**src/rtl/epp_pkg.sv**
```systemverilog
// package: register map, field layout and timing constants of the position logic
package epp_pkg;
    localparam int unsigned CLK_HZ = 50_000_000;
    localparam int unsigned MS_NS = 1_000_000;
    localparam int unsigned CLK_NS = 20;
    localparam int unsigned CYC_PER_MS = MS_NS / CLK_NS;
    localparam logic [11:0] A_CTRL = 12'h000;
    localparam logic [11:0] A_INT_PRESET = 12'h004;
    localparam logic [11:0] A_EXT_PRESET1 = 12'h008;
    localparam logic [11:0] A_EXT_PRESET2 = 12'h00C;
    localparam logic [11:0] A_DEBOUNCE = 12'h010;
    localparam logic [11:0] A_OFFSET = 12'h014;
    localparam logic [11:0] A_MULT = 12'h018;
    localparam logic [11:0] A_TURNS = 12'h01C;
    localparam logic [11:0] A_MSTEPS = 12'h020;
    localparam logic [11:0] A_STEPS = 12'h024;
    localparam logic [11:0] A_LIMIT0 = 12'h028;
    localparam logic [11:0] A_OVERSPEED = 12'h038;
    localparam logic [11:0] A_MARKCFG0 = 12'h03C;
    localparam logic [11:0] A_RAW = 12'h060;
    localparam logic [11:0] A_SPEED = 12'h064;
    localparam logic [11:0] A_POSITION = 12'h068;
    localparam logic [11:0] A_STATUS = 12'h06C;
    localparam logic [11:0] A_NVM = 12'h070;
    // control word fields
    localparam int unsigned C_EXT1_EN = 0;
    localparam int unsigned C_EXT2_EN = 1;
    localparam int unsigned C_LEN_EN = 2;
    localparam int unsigned C_REVERSE = 3;
    localparam int unsigned C_EXT_DIR_EN = 4;
    localparam int unsigned C_SCALE_LSB = 5;
    // marker config fields: [3:0] bit position, [4] active level, [5] enable
    localparam int unsigned M_ACT = 4;
    localparam int unsigned M_EN = 5;
    localparam int unsigned N_MARK = 9;
    localparam logic [3:0] POS_NONE = 4'h8;
    localparam logic [7:0] DEBOUNCE_RST = 8'hFF;
    localparam logic [23:0] MULT_ONE = 24'hFFFFFF;
    localparam logic [2:0] CTRL_RST = 3'h0;
    typedef enum logic [1:0] {SC_FACTOR, SC_TURNS, SC_MSTEPS} epp_scale_type;
    typedef enum {DV_IDLE, DV_RUN} epp_div_st_type;
endpackage

```
**src/rtl/epp_div_if.sv**
```systemverilog
// interface: request and result of the multiplier divider
`timescale 1ns/1ps
`default_nettype none
interface epp_div_if;
    logic start;
    logic [47:0] num;
    logic [23:0] den;
    logic busy;
    logic done;
    logic [23:0] quo;
    modport master(output start, output num, output den,
                   input busy, input done, input quo);
    modport slave(input start, input num, input den,
                  output busy, output done, output quo);
endinterface
`default_nettype wire

```
**src/rtl/epp_div.sv**
```systemverilog
// module: sequential divider that derives the resolution multiplier
`timescale 1ns/1ps
`default_nettype none
module epp_div
    import epp_pkg::*;
(
    input wire logic pclk,
    input wire logic presetn,
    epp_div_if.slave dv
);
    epp_div_st_type st_q;
    logic [47:0] rem_q;
    logic [47:0] quo_q;
    logic [23:0] den_q;
    logic [5:0] cnt_q;
    logic [48:0] trial;
    logic done_q;

    // one quotient bit a cycle: slow but small
    assign trial = {rem_q, quo_q[47]} - {25'h0000000, den_q};

    always_ff @(posedge pclk or negedge presetn)
    begin
        if (!presetn)
        begin
            st_q <= DV_IDLE;
            rem_q <= 48'h0;
            quo_q <= 48'h0;
            den_q <= 24'h0;
            cnt_q <= 6'h0;
            done_q <= 1'b0;
        end
        else
        begin
            done_q <= 1'b0;
            case (st_q)
                DV_IDLE:
                begin
                    if (dv.start)
                    begin
                        rem_q <= 48'h0;
                        quo_q <= dv.num;
                        den_q <= dv.den;
                        cnt_q <= 6'h30;
                        st_q <= DV_RUN;
                    end
                end
                DV_RUN:
                begin
                    if (!trial[48])
                    begin
                        rem_q <= trial[47:0];
                        quo_q <= {quo_q[46:0], 1'b1};
                    end
                    else
                    begin
                        rem_q <= {rem_q[46:0], quo_q[47]};
                        quo_q <= {quo_q[46:0], 1'b0};
                    end
                    cnt_q <= cnt_q - 6'h1;
                    if (cnt_q == 6'h1)
                    begin
                        st_q <= DV_IDLE;
                        done_q <= 1'b1;
                    end
                end
                default: st_q <= DV_IDLE;
            endcase
        end
    end

    assign dv.busy = (st_q == DV_RUN);
    assign dv.done = done_q;
    // quotients of one or above saturate to the largest multiplier
    assign dv.quo = (quo_q[47:24] != 24'h0) ? MULT_ONE : quo_q[23:0];
endmodule
`default_nettype wire

```
**src/rtl/epp_core.sv**
```systemverilog
// module: position presets, offset, scaling, limits and status byte
//
// Summary of operation
// - writing the internal preset loads the position with it at once
// - debounced external preset pulse loads the position with its own preset
// - an external preset writes the resulting value to nonvolatile memory
// - each external preset input has an enable; disabled inputs are ignored
// - debounce time 1 to 255 ms, default 255 ms
// - offset write shifts position and keeps shifting later values
// - every preset clears the offset to zero
// - length mode: input 1 pulse starts measurement with preset 1
// - length mode: input 2 pulse freezes the result while it lasts
// - position times 3-byte unsigned fraction; largest value means one
// - resolution set by factor, by turns and steps, or measuring steps
// - turns 1..FFF with steps 0..FFFFFF: block computes the multiplier
// - measuring steps 1..FFFFFF with steps: block computes the multiplier
// - four 3-byte soft limits, each switchable on or off
// - enabled limit reached raises its marker for the status byte
// - each marker has a status bit position; 8 means unassigned
// - each marker has an active level of 0 or 1
// - overspeed threshold 0..255 in 100 rpm; reached and enabled sets marker
// - standstill, parity, error, direction markers each mappable
// - internal count direction plus enable for external direction input
//
// The APB slave port and the address map are this design's own decisions.
`timescale 1ns/1ps
`default_nettype none
module epp_core
    import epp_pkg::*;
(
    input wire logic pclk,
    input wire logic presetn,
    input wire logic psel,
    input wire logic penable,
    input wire logic pwrite,
    input wire logic [11:0] paddr,
    input wire logic [31:0] pwdata,
    output logic [31:0] prdata,
    output logic pready,
    output logic pslverr,
    input wire logic ext_preset1,
    input wire logic ext_preset2,
    input wire logic ext_dir,
    input wire logic standstill,
    input wire logic parity_err,
    input wire logic encoder_err,
    input wire logic dir_fault,
    output logic [23:0] position,
    output logic [7:0] status_byte,
    output logic nvm_write,
    output logic [23:0] nvm_data
);
    logic [4:0] ctrl_q;
    epp_scale_type scale_q;
    logic [23:0] int_pre_q;
    logic [23:0] ext_pre_q [2];
    logic [7:0] deb_ms_q;
    logic [23:0] offset_q;
    logic [23:0] mult_q;
    logic [11:0] turns_q;
    logic [23:0] msteps_q;
    logic [23:0] steps_q;
    logic [23:0] limit_q [4];
    logic [7:0] ospeed_q;
    logic [5:0] mcfg_q [N_MARK];
    logic [23:0] raw_q;
    logic [15:0] speed_q;
    logic [23:0] base_q;
    logic [23:0] pos_q;
    logic [7:0] stat_q;
    logic nvm_q;
    logic [23:0] nvm_data_q;
    logic pready_q;
    logic pslverr_q;
    logic [31:0] prdata_q;
    logic [2:0] sync_q [3];
    logic [2:0] in_q;
    logic [2:0] pin_s;
    logic [15:0] ms_cnt_q [2];
    logic [7:0] deb_cnt_q [2];
    logic [1:0] trig_q;
    logic [1:0] fired_q;
    logic wr;
    logic rd;
    logic [23:0] raw_scaled;
    logic [47:0] prod;
    logic [23:0] scaled;
    logic [N_MARK-1:0] cond;
    logic [7:0] stat_d;
    logic div_pend_q;
    epp_div_if dv();

    function automatic logic [23:0] low24(input logic [31:0] v);
        return v[23:0];
    endfunction

    assign wr = psel && penable && pwrite && !pready_q;
    assign rd = psel && penable && !pwrite && !pready_q;

    // apb: one wait state, answer on the second access cycle
    always_ff @(posedge pclk or negedge presetn)
    begin
        if (!presetn)
        begin
            pready_q <= 1'b0;
            pslverr_q <= 1'b0;
            prdata_q <= 32'h0;
        end
        else
        begin
            pready_q <= psel && penable && !pready_q;
            pslverr_q <= psel && penable && !pready_q && (paddr > A_NVM);
            if (rd)
            begin
                case (paddr)
                    A_CTRL: prdata_q <= {25'h0, scale_q, ctrl_q};
                    A_INT_PRESET: prdata_q <= {8'h0, int_pre_q};
                    A_EXT_PRESET1: prdata_q <= {8'h0, ext_pre_q[0]};
                    A_EXT_PRESET2: prdata_q <= {8'h0, ext_pre_q[1]};
                    A_DEBOUNCE: prdata_q <= {24'h0, deb_ms_q};
                    A_OFFSET: prdata_q <= {8'h0, offset_q};
                    A_MULT: prdata_q <= {7'h0, div_pend_q, mult_q};
                    A_TURNS: prdata_q <= {20'h0, turns_q};
                    A_MSTEPS: prdata_q <= {8'h0, msteps_q};
                    A_STEPS: prdata_q <= {8'h0, steps_q};
                    A_OVERSPEED: prdata_q <= {24'h0, ospeed_q};
                    A_SPEED: prdata_q <= {16'h0, speed_q};
                    A_POSITION: prdata_q <= {8'h0, pos_q};
                    A_STATUS: prdata_q <= {24'h0, stat_q};
                    A_NVM: prdata_q <= {8'h0, nvm_data_q};
                    default:
                    begin
                        if (paddr >= A_LIMIT0 && paddr < A_OVERSPEED)
                            prdata_q <= {8'h0, limit_q[paddr[3:2] + 2'h2]};
                        else if (paddr >= A_MARKCFG0 && paddr < A_RAW)
                            prdata_q <= {26'h0,
                                mcfg_q[4'((paddr - A_MARKCFG0) >> 2)]};
                        else
                            prdata_q <= 32'h0;
                    end
                endcase
            end
        end
    end

    // three-stage synchronisers on the asynchronous pins
    always_ff @(posedge pclk or negedge presetn)
    begin
        if (!presetn)
        begin
            sync_q[0] <= 3'h0;
            sync_q[1] <= 3'h0;
            sync_q[2] <= 3'h0;
            in_q <= 3'h0;
        end
        else
        begin
            sync_q[0] <= {ext_dir, ext_preset2, ext_preset1};
            sync_q[1] <= sync_q[0];
            sync_q[2] <= sync_q[1];
            for (int i = 0; i < 3; i++)
                if (sync_q[1][i] == sync_q[2][i])
                    in_q[i] <= sync_q[2][i];
        end
    end
    assign pin_s = in_q;

    // debounce: a pulse must outlast the programmed millisecond count
    always_ff @(posedge pclk or negedge presetn)
    begin
        if (!presetn)
        begin
            for (int i = 0; i < 2; i++)
            begin
                ms_cnt_q[i] <= 16'h0;
                deb_cnt_q[i] <= 8'h0;
                fired_q[i] <= 1'b0;
                trig_q[i] <= 1'b0;
            end
        end
        else
        begin
            for (int i = 0; i < 2; i++)
            begin
                trig_q[i] <= 1'b0;
                if (!pin_s[i] || !ctrl_q[i])
                begin
                    ms_cnt_q[i] <= 16'h0;
                    deb_cnt_q[i] <= 8'h0;
                    fired_q[i] <= 1'b0;
                end
                else if (!fired_q[i])
                begin
                    if (ms_cnt_q[i] == 16'(CYC_PER_MS - 1))
                    begin
                        ms_cnt_q[i] <= 16'h0;
                        deb_cnt_q[i] <= deb_cnt_q[i] + 8'h1;
                        if (deb_cnt_q[i] + 8'h1 == deb_ms_q)
                        begin
                            fired_q[i] <= 1'b1;
                            trig_q[i] <= 1'b1;
                        end
                    end
                    else
                        ms_cnt_q[i] <= ms_cnt_q[i] + 16'h1;
                end
            end
        end
    end

    // configuration writes; presets clear the offset
    always_ff @(posedge pclk or negedge presetn)
    begin
        if (!presetn)
        begin
            ctrl_q <= {2'h0, CTRL_RST};
            scale_q <= SC_FACTOR;
            int_pre_q <= 24'h0;
            ext_pre_q[0] <= 24'h0;
            ext_pre_q[1] <= 24'h0;
            deb_ms_q <= DEBOUNCE_RST;
            offset_q <= 24'h0;
            turns_q <= 12'h1;
            msteps_q <= 24'h1;
            steps_q <= 24'h0;
            ospeed_q <= 8'h0;
            for (int i = 0; i < 4; i++)
                limit_q[i] <= 24'h0;
            for (int i = 0; i < N_MARK; i++)
                mcfg_q[i] <= {2'b00, POS_NONE};
        end
        else
        begin
            if (wr)
            begin
                case (paddr)
                    A_CTRL:
                    begin
                        ctrl_q <= pwdata[4:0];
                        if (pwdata[6:5] != 2'h3)
                            scale_q <= epp_scale_type'(pwdata[6:5]);
                    end
                    A_INT_PRESET: int_pre_q <= low24(pwdata);
                    A_EXT_PRESET1: ext_pre_q[0] <= low24(pwdata);
                    A_EXT_PRESET2: ext_pre_q[1] <= low24(pwdata);
                    A_DEBOUNCE:
                        if (pwdata[7:0] != 8'h0)
                            deb_ms_q <= pwdata[7:0];
                    A_OFFSET: offset_q <= low24(pwdata);
                    A_TURNS:
                        if (pwdata[11:0] != 12'h0)
                            turns_q <= pwdata[11:0];
                    A_MSTEPS:
                        if (low24(pwdata) != 24'h0)
                            msteps_q <= low24(pwdata);
                    A_STEPS: steps_q <= low24(pwdata);
                    A_OVERSPEED: ospeed_q <= pwdata[7:0];
                    default:
                    begin
                        if (paddr >= A_LIMIT0 && paddr < A_OVERSPEED)
                            limit_q[paddr[3:2] + 2'h2] <= low24(pwdata);
                        else if (paddr >= A_MARKCFG0 && paddr < A_RAW)
                            mcfg_q[4'((paddr - A_MARKCFG0) >> 2)] <=
                                pwdata[5:0];
                    end
                endcase
            end
            if ((wr && paddr == A_INT_PRESET) || trig_q[0] ||
                (trig_q[1] && !ctrl_q[C_LEN_EN]))
                offset_q <= 24'h0;
        end
    end

    // multiplier: direct write, or derived by division
    assign dv.start = div_pend_q && !dv.busy && !dv.done;
    assign dv.num = {steps_q, 24'h0};
    assign dv.den = (scale_q == SC_TURNS) ? {turns_q, 12'h0} : msteps_q;
    always_ff @(posedge pclk or negedge presetn)
    begin
        if (!presetn)
        begin
            mult_q <= MULT_ONE;
            div_pend_q <= 1'b0;
        end
        else
        begin
            if (wr && paddr == A_MULT)
                mult_q <= low24(pwdata);
            else if (dv.done && scale_q != SC_FACTOR)
                mult_q <= dv.quo;
            if (dv.start)
                div_pend_q <= 1'b0;
            if (wr && (paddr == A_TURNS || paddr == A_MSTEPS ||
                paddr == A_STEPS || paddr == A_CTRL))
                div_pend_q <= 1'b1;
        end
    end

    epp_div u_div (
        .pclk(pclk),
        .presetn(presetn),
        .dv(dv)
    );

    // scale before reversing: the product is unsigned, so a negated
    // count would be scaled as a huge value
    assign prod = raw_q * ((mult_q == MULT_ONE) ? 24'h0 : mult_q);
    assign raw_scaled = (mult_q == MULT_ONE) ? raw_q : prod[47:24];
    assign scaled = (ctrl_q[C_REVERSE] ^ (ctrl_q[C_EXT_DIR_EN] & pin_s[2]))
        ? 24'(-raw_scaled) : raw_scaled;

    always_ff @(posedge pclk or negedge presetn)
    begin
        if (!presetn)
        begin
            raw_q <= 24'h0;
            speed_q <= 16'h0;
            base_q <= 24'h0;
            pos_q <= 24'h0;
            nvm_q <= 1'b0;
            nvm_data_q <= 24'h0;
        end
        else
        begin
            nvm_q <= 1'b0;
            if (wr && paddr == A_RAW)
                raw_q <= low24(pwdata);
            if (wr && paddr == A_SPEED)
                speed_q <= pwdata[15:0];
            if (wr && paddr == A_INT_PRESET)
                base_q <= scaled - low24(pwdata);
            else if (trig_q[0])
                base_q <= scaled - ext_pre_q[0];
            else if (trig_q[1] && !ctrl_q[C_LEN_EN])
                base_q <= scaled - ext_pre_q[1];
            if (trig_q[0] || (trig_q[1] && !ctrl_q[C_LEN_EN]))
            begin
                nvm_q <= 1'b1;
                nvm_data_q <= trig_q[0] ? ext_pre_q[0] : ext_pre_q[1];
            end
            // frozen while input 2 is held in length mode
            if (!(ctrl_q[C_LEN_EN] && ctrl_q[C_EXT2_EN] && pin_s[1]))
                pos_q <= scaled - base_q + offset_q;
        end
    end

    // marker conditions and status byte
    always_comb
    begin
        for (int i = 0; i < 4; i++)
            cond[i] = (pos_q == limit_q[i]);
        cond[4] = (speed_q >= {ospeed_q, 8'h0} - 16'(ospeed_q) * 16'd156)
            && (speed_q >= 16'(ospeed_q) * 16'd100);
        cond[5] = standstill;
        cond[6] = parity_err;
        cond[7] = encoder_err;
        cond[8] = dir_fault;
        stat_d = 8'h0;
        for (int i = 0; i < N_MARK; i++)
            if (mcfg_q[i][M_EN] && mcfg_q[i][3:0] < POS_NONE)
                stat_d[mcfg_q[i][2:0]] =
                    mcfg_q[i][M_ACT] ~^ cond[i];
    end

    // bits with a source idle at the inverse of their active level
    always_ff @(posedge pclk or negedge presetn)
    begin
        if (!presetn)
            stat_q <= 8'h0;
        else
            stat_q <= stat_d;
    end

    assign position = pos_q;
    assign status_byte = stat_q;
    assign nvm_write = nvm_q;
    assign nvm_data = nvm_data_q;
    assign prdata = prdata_q;
    assign pready = pready_q;
    assign pslverr = pslverr_q;

    property p_preset_int;
        @(posedge pclk) disable iff (!presetn)
        (wr && paddr == A_INT_PRESET) |=> offset_q == 24'h0;
    endproperty
    a_preset_int: assert property (p_preset_int)
        else $error("offset not cleared by preset");

    property p_nvm;
        @(posedge pclk) disable iff (!presetn)
        trig_q[0] |=> nvm_write && nvm_data == $past(ext_pre_q[0]);
    endproperty
    a_nvm: assert property (p_nvm)
        else $error("external preset not stored");

    property p_disabled;
        @(posedge pclk) disable iff (!presetn)
        !ctrl_q[C_EXT1_EN] |=> !trig_q[0];
    endproperty
    a_disabled: assert property (p_disabled)
        else $error("disabled input fired");

    property p_deb;
        @(posedge pclk) disable iff (!presetn)
        deb_ms_q != 8'h0;
    endproperty
    a_deb: assert property (p_deb)
        else $error("debounce time out of range");

    property p_freeze;
        @(posedge pclk) disable iff (!presetn)
        (ctrl_q[C_LEN_EN] && ctrl_q[C_EXT2_EN] && pin_s[1]) |=>
            $stable(pos_q);
    endproperty
    a_freeze: assert property (p_freeze)
        else $error("position moved while frozen");

    property p_ready;
        @(posedge pclk) disable iff (!presetn)
        (psel && penable && !pready) |=> pready;
    endproperty
    a_ready: assert property (p_ready)
        else $error("apb answer late");

    property p_ext_load;
        @(posedge pclk) disable iff (!presetn)
        (trig_q[0] && !(wr && paddr == A_INT_PRESET)) |=> ##1
            (ctrl_q[C_LEN_EN] && pin_s[1]) || pos_q == $past(ext_pre_q[0], 2)
            || $changed(raw_q) || $changed(ctrl_q) || $changed(mult_q);
    endproperty
    a_ext_load: assert property (p_ext_load)
        else $error("external preset not loaded");

    property p_unassigned;
        @(posedge pclk) disable iff (!presetn)
        (mcfg_q[0][3:0] == POS_NONE && mcfg_q[1][3:0] == POS_NONE &&
         mcfg_q[2][3:0] == POS_NONE && mcfg_q[3][3:0] == POS_NONE &&
         mcfg_q[4][3:0] == POS_NONE && mcfg_q[5][3:0] == POS_NONE &&
         mcfg_q[6][3:0] == POS_NONE && mcfg_q[7][3:0] == POS_NONE &&
         mcfg_q[8][3:0] == POS_NONE) |=> status_byte == 8'h0;
    endproperty
    a_unassigned: assert property (p_unassigned)
        else $error("unassigned status bit driven");
endmodule
`default_nettype wire

```
**config.mk**
```make
export PLATFORM = sky130hd
export DESIGN_NAME = epp_core
export DESIGN_NICKNAME = d
export VERILOG_FILES = /design/src/rtl/epp_pkg.sv /design/src/rtl/epp_div_if.sv /design/src/rtl/epp_div.sv /design/src/rtl/epp_core.sv
export SDC_FILE = /design/constraint.sdc
export NUM_CORES = 2
export LEC_CHECK = 0
export ABC_CLOCK_PERIOD_IN_PS = 14700
export BUFFER_PORTS_ARGS = -buffer_cell sky130_fd_sc_hd__buf_4
export CAP_MARGIN = 20
export CORE_MARGIN = 2
export CORE_UTILIZATION = 48
export CTS_CLUSTER_SIZE = 20
export DETAILED_ROUTE_END_ITERATION = 12
export PLACE_DENSITY = 0.66
export SYNTH_ARGS = -nofsm -noshare
export SYNTH_HDL_FRONTEND = slang
export SYNTH_HIERARCHICAL = 1
export SYNTH_SLANG_ARGS = --single-unit
```
**constraint.sdc**
```tcl
create_clock -name pclk -period 14.7 [get_ports pclk]
set_input_delay 2.205 -clock pclk [delete_from_list [all_inputs] [get_ports pclk]]
set_output_delay 2.205 -clock pclk [all_outputs]
set_load 0.02 [all_outputs]
```
==> impl_results.md <==
- Status: complete, no violations
- Cell Pwr Density: 69.40 nW/um^2
- Internal power: 3.352 mW
- CTS sink cnt: 694
- # resized after CTS: 0
- Num CTS Buffers: 78
- Top delay family on crit path: adder cells
- Vias/cell: 6.071
- Largest net degree at the start of global routing: 149
- Clock Tree Root: clkbuf_16
- Routed vias: 49.19k
- CP arrival: 14,550 ps
- Final setup fails: 0
- Final WL: 198,800 um
- Worst-Margin Slew: 1184 ps
- TritonCTS clock tree: built
- Flop pwr share: 0.447
- Vias in the first global route: 48.86k
- Setup TNS: 0 ps
- Syn Inst Count: 6,426
- Fillers: 11.44k
- Dominant synthesized flop cell: dfrtp_1
- CP max stage delay: 800 ps
- Starting Density: 0.4834
- Post-synth EDFFs: 0
- CP max stage cell: dfstp_2
- Initial antenna violation count: 21
- Fraction of registers with async set/reset: 1.000
- Row count: 130
- Netlist cell types: 103
- Most frequent CP cell: fa_1
- CTS H-tree depth: 3
- M1 GR Usage: 0.4116
- 1st-iter DRT viols: 5,452
- Max Cap Violations: 0
- Switching fraction of total power: 0.2700
- Clock Latency Late Sink: 670 ps
- Ys Warns: 6
- Combinational group share of total power: 0.094
- Yosys top cell area share: 0.2684
- IO buf count: 131
- Max-slew violation count: 0
- Placed cell area: 63,310 um^2
- Placer congestion estimate: 0.9587
- Global route overflow: 0
- Crit path buf inv count: 7
- Nets: 7,295
- Post-DP HPWL: 144,500 um
- RSZ-0062 raised after global routing: false
- Die ar.: 129,300 um^2
- Startpoint Class: flop
- Clock Pin Slew Worst Setup and Hold Paths: 70 ps
- Max Clk Rate: 0.07142 GHz
- Pleak: 32.13 nW
- Antenna Nets Post-Route: 0
- 1st-pass router iterations: 6
- Chip height: 359.6 um
- Relative slew slack: 0.2080
- Hold WS: 351.4 ps
- #FFs+latches synth: 694
- Die width: 359.6 um
- Hold buffer count at CTS: 0
- Met2 usage: 0.4608
- P_sw: 1.240 mW
- Sequential-to-total area share from yosys stat: 0.2870
- Max Root-Sink Buffers: 3
- Crit Path Max Fanout: 84
- Synth-to-Final Area Change: 9.007%
- CP endpoint kind: flop
- WL per Instance: 24.54 um
- CP Class: reg2reg
- DR DRC count: 0
- Peak VDD IR: 0.00009433 V
- Crit path required time: 15,250 ps
- Ratio of cells with drive above 1 in the final layout: 0.1341
- Final min period: 14,000 ps
- Skew final: 38.03 ps
- First-pass GRT wire length: 301,100 um
- Core outline area: 125,600 um^2
- Synth top area cells: dfrtp_1 27%, fa_1 17%, ha_1 7.0%
- Postcts setup bufs: 0
- GR peak layer: met2
- Met3 Usage GRT: 0.08316
- Avg Synthesized Cell Area: 9.447 um^2
- Fin area: 66,170 um^2
- Final period utilization: 0.9525
- IO Count: 147
- Mapped cell area: 60,700 um^2
- Worst min path class: reg2reg
- Yosys top cell by area: dfrtp_1
- Gr usage total: 0.3054
- Clock network power share: 0.459
- Fin. Hold Viols: 0
==> cells in the mapped netlist, types with 49 or more instances <==
cell type and number:
o21ai_0 241, nor2_1 296, mux2i_1 134, xor2_1 145, nor4_1 55, mux2_2 323, nand2_1 796, a21oi_1 239
or3_1 49, nand4_1 51, and3_1 299, xnor2_1 153, inv_1 736, dfrtp_1 651, fa_1 520, ha_1 338
clkbuf_1 352, a22oi_1 71, nand3_1 122, nor3_1 81
==> stage by stage <==
step                        util  cells  worst slack (ps)  total power, mW
after detailed placement  0.5042   7947             941.5            2.505
after floorplan                -   6456              2392            2.311
after global placement    0.5041   7946              1248            2.496
final                     0.5270   8101             698.5            4.593
after CTS                 0.5261   8091             889.1            4.601
after global routing      0.5269   8095             53.53            4.729
==> power by group through the flow <==
stage	Clock, mW	Combinational [mW]	Sequential [mW]
5_1_grt	2.20	0.472	2.06
3_5_place_dp	0	0.424	2.08
6_report	2.11	0.434	2.05
4_1_cts	2.13	0.427	2.05
3_3_place_gp	0	0.417	2.08
2_1_floorplan	0	0.247	2.06
==> layout by cell type, fill, tap and decap left out, drive strengths merged, types with 71 or more instances in the layout <==
| cell | netlist | routed |
|---|---|---|
| nor2 | 296 | 296 |
| nor3 | 83 | 83 |
| fa | 520 | 520 |
| xor2 | 145 | 145 |
| buf | 50 | 249 |
| a22oi | 71 | 71 |
| mux2i | 134 | 134 |
| xnor2 | 153 | 153 |
| nand3 | 123 | 123 |
| ha | 338 | 338 |
| mux2 | 323 | 323 |
| and3 | 300 | 300 |
| dfrtp | 651 | 651 |
| nand2 | 798 | 798 |
| clkbuf | 354 | 109 |
| a21oi | 241 | 241 |
| o21ai | 254 | 254 |
| inv | 736 | 740 |
==> logic make-up (layout without fill, tap and decap cells) <==
group	Yosys count	after routing	synth area share
adders and majority gates	861	861	0.2416
buffers and inverters	1140	1129	0.07140
and+or+nand+nor	1990	1990	0.1603
other	1	37	0.00006177
DFF	694	694	0.2870
muxes	493	493	0.09543
AOI/OAI and AO/OA	949	949	0.1012
xor gates and xnor gates	298	298	0.04300
==> area by class of cell <==
type,count,area [um^2],share of cell area
Antenna cell,6,15.01,0.0002269
Clock buffer,109,2280,0.03445
Clock inverter,35,475.5,0.007185
Inverter,736,2763,0.04175
Multi-Input combinational cell,4622,39190,0.5922
Sequential cell,694,17420,0.2633
Tap cell,1650,2064,0.03120
Timing Repair Buffer,249,1962,0.02965
==> flip-flops by register name, indices dropped and copies added, names as in the netlist, 25 cells and up <==
register and count:
ext_pre_q 48, limit_q 96, mcfg_q 54, ms_cnt_q 32
prdata 25, u_div/quo_q 48, u_div/rem_q 48
==> layer usage <==
metal	up-vias	routed length [um]
met2	2230	86770
met3	453	20750
met4	14	9924
met5	-	88
li1	21550	-
met1	24940	81240
==> worst register-to-register path, delay by kind of cell (launching register included) <==
kind | cells | cell delay, ps
XOR/XNOR | 1 | 440
adder cells (fa/ha/maj) | 11 | 5040
flip-flops | 1 | 800
multiplexers | 2 | 360
AND/OR/NAND/NOR | 9 | 2850
AO/OA/AOI/OAI | 13 | 3620
buffers and inverters | 7 | 790
==> worst paths after layout <==
path / endpoint / cells after the start / slack (ps) / from
worst max-delay path: position[23] / 43 / 700 / mult_q[4]
worst min-delay path: sync_q[5] / 0 / 350 / sync_q[8]
worst max register to register: position[23] / 43 / 700 / mult_q[4]
worst min register to register: sync_q[5] / 0 / 350 / sync_q[8]
max in group asynchronous: in_q[1] / 3 / 11000 / presetn
min in group asynchronous: u_div/cnt_q[5] / 1 / 1610 / presetn
No activity file was read; power rests on OpenSTA's default activity.
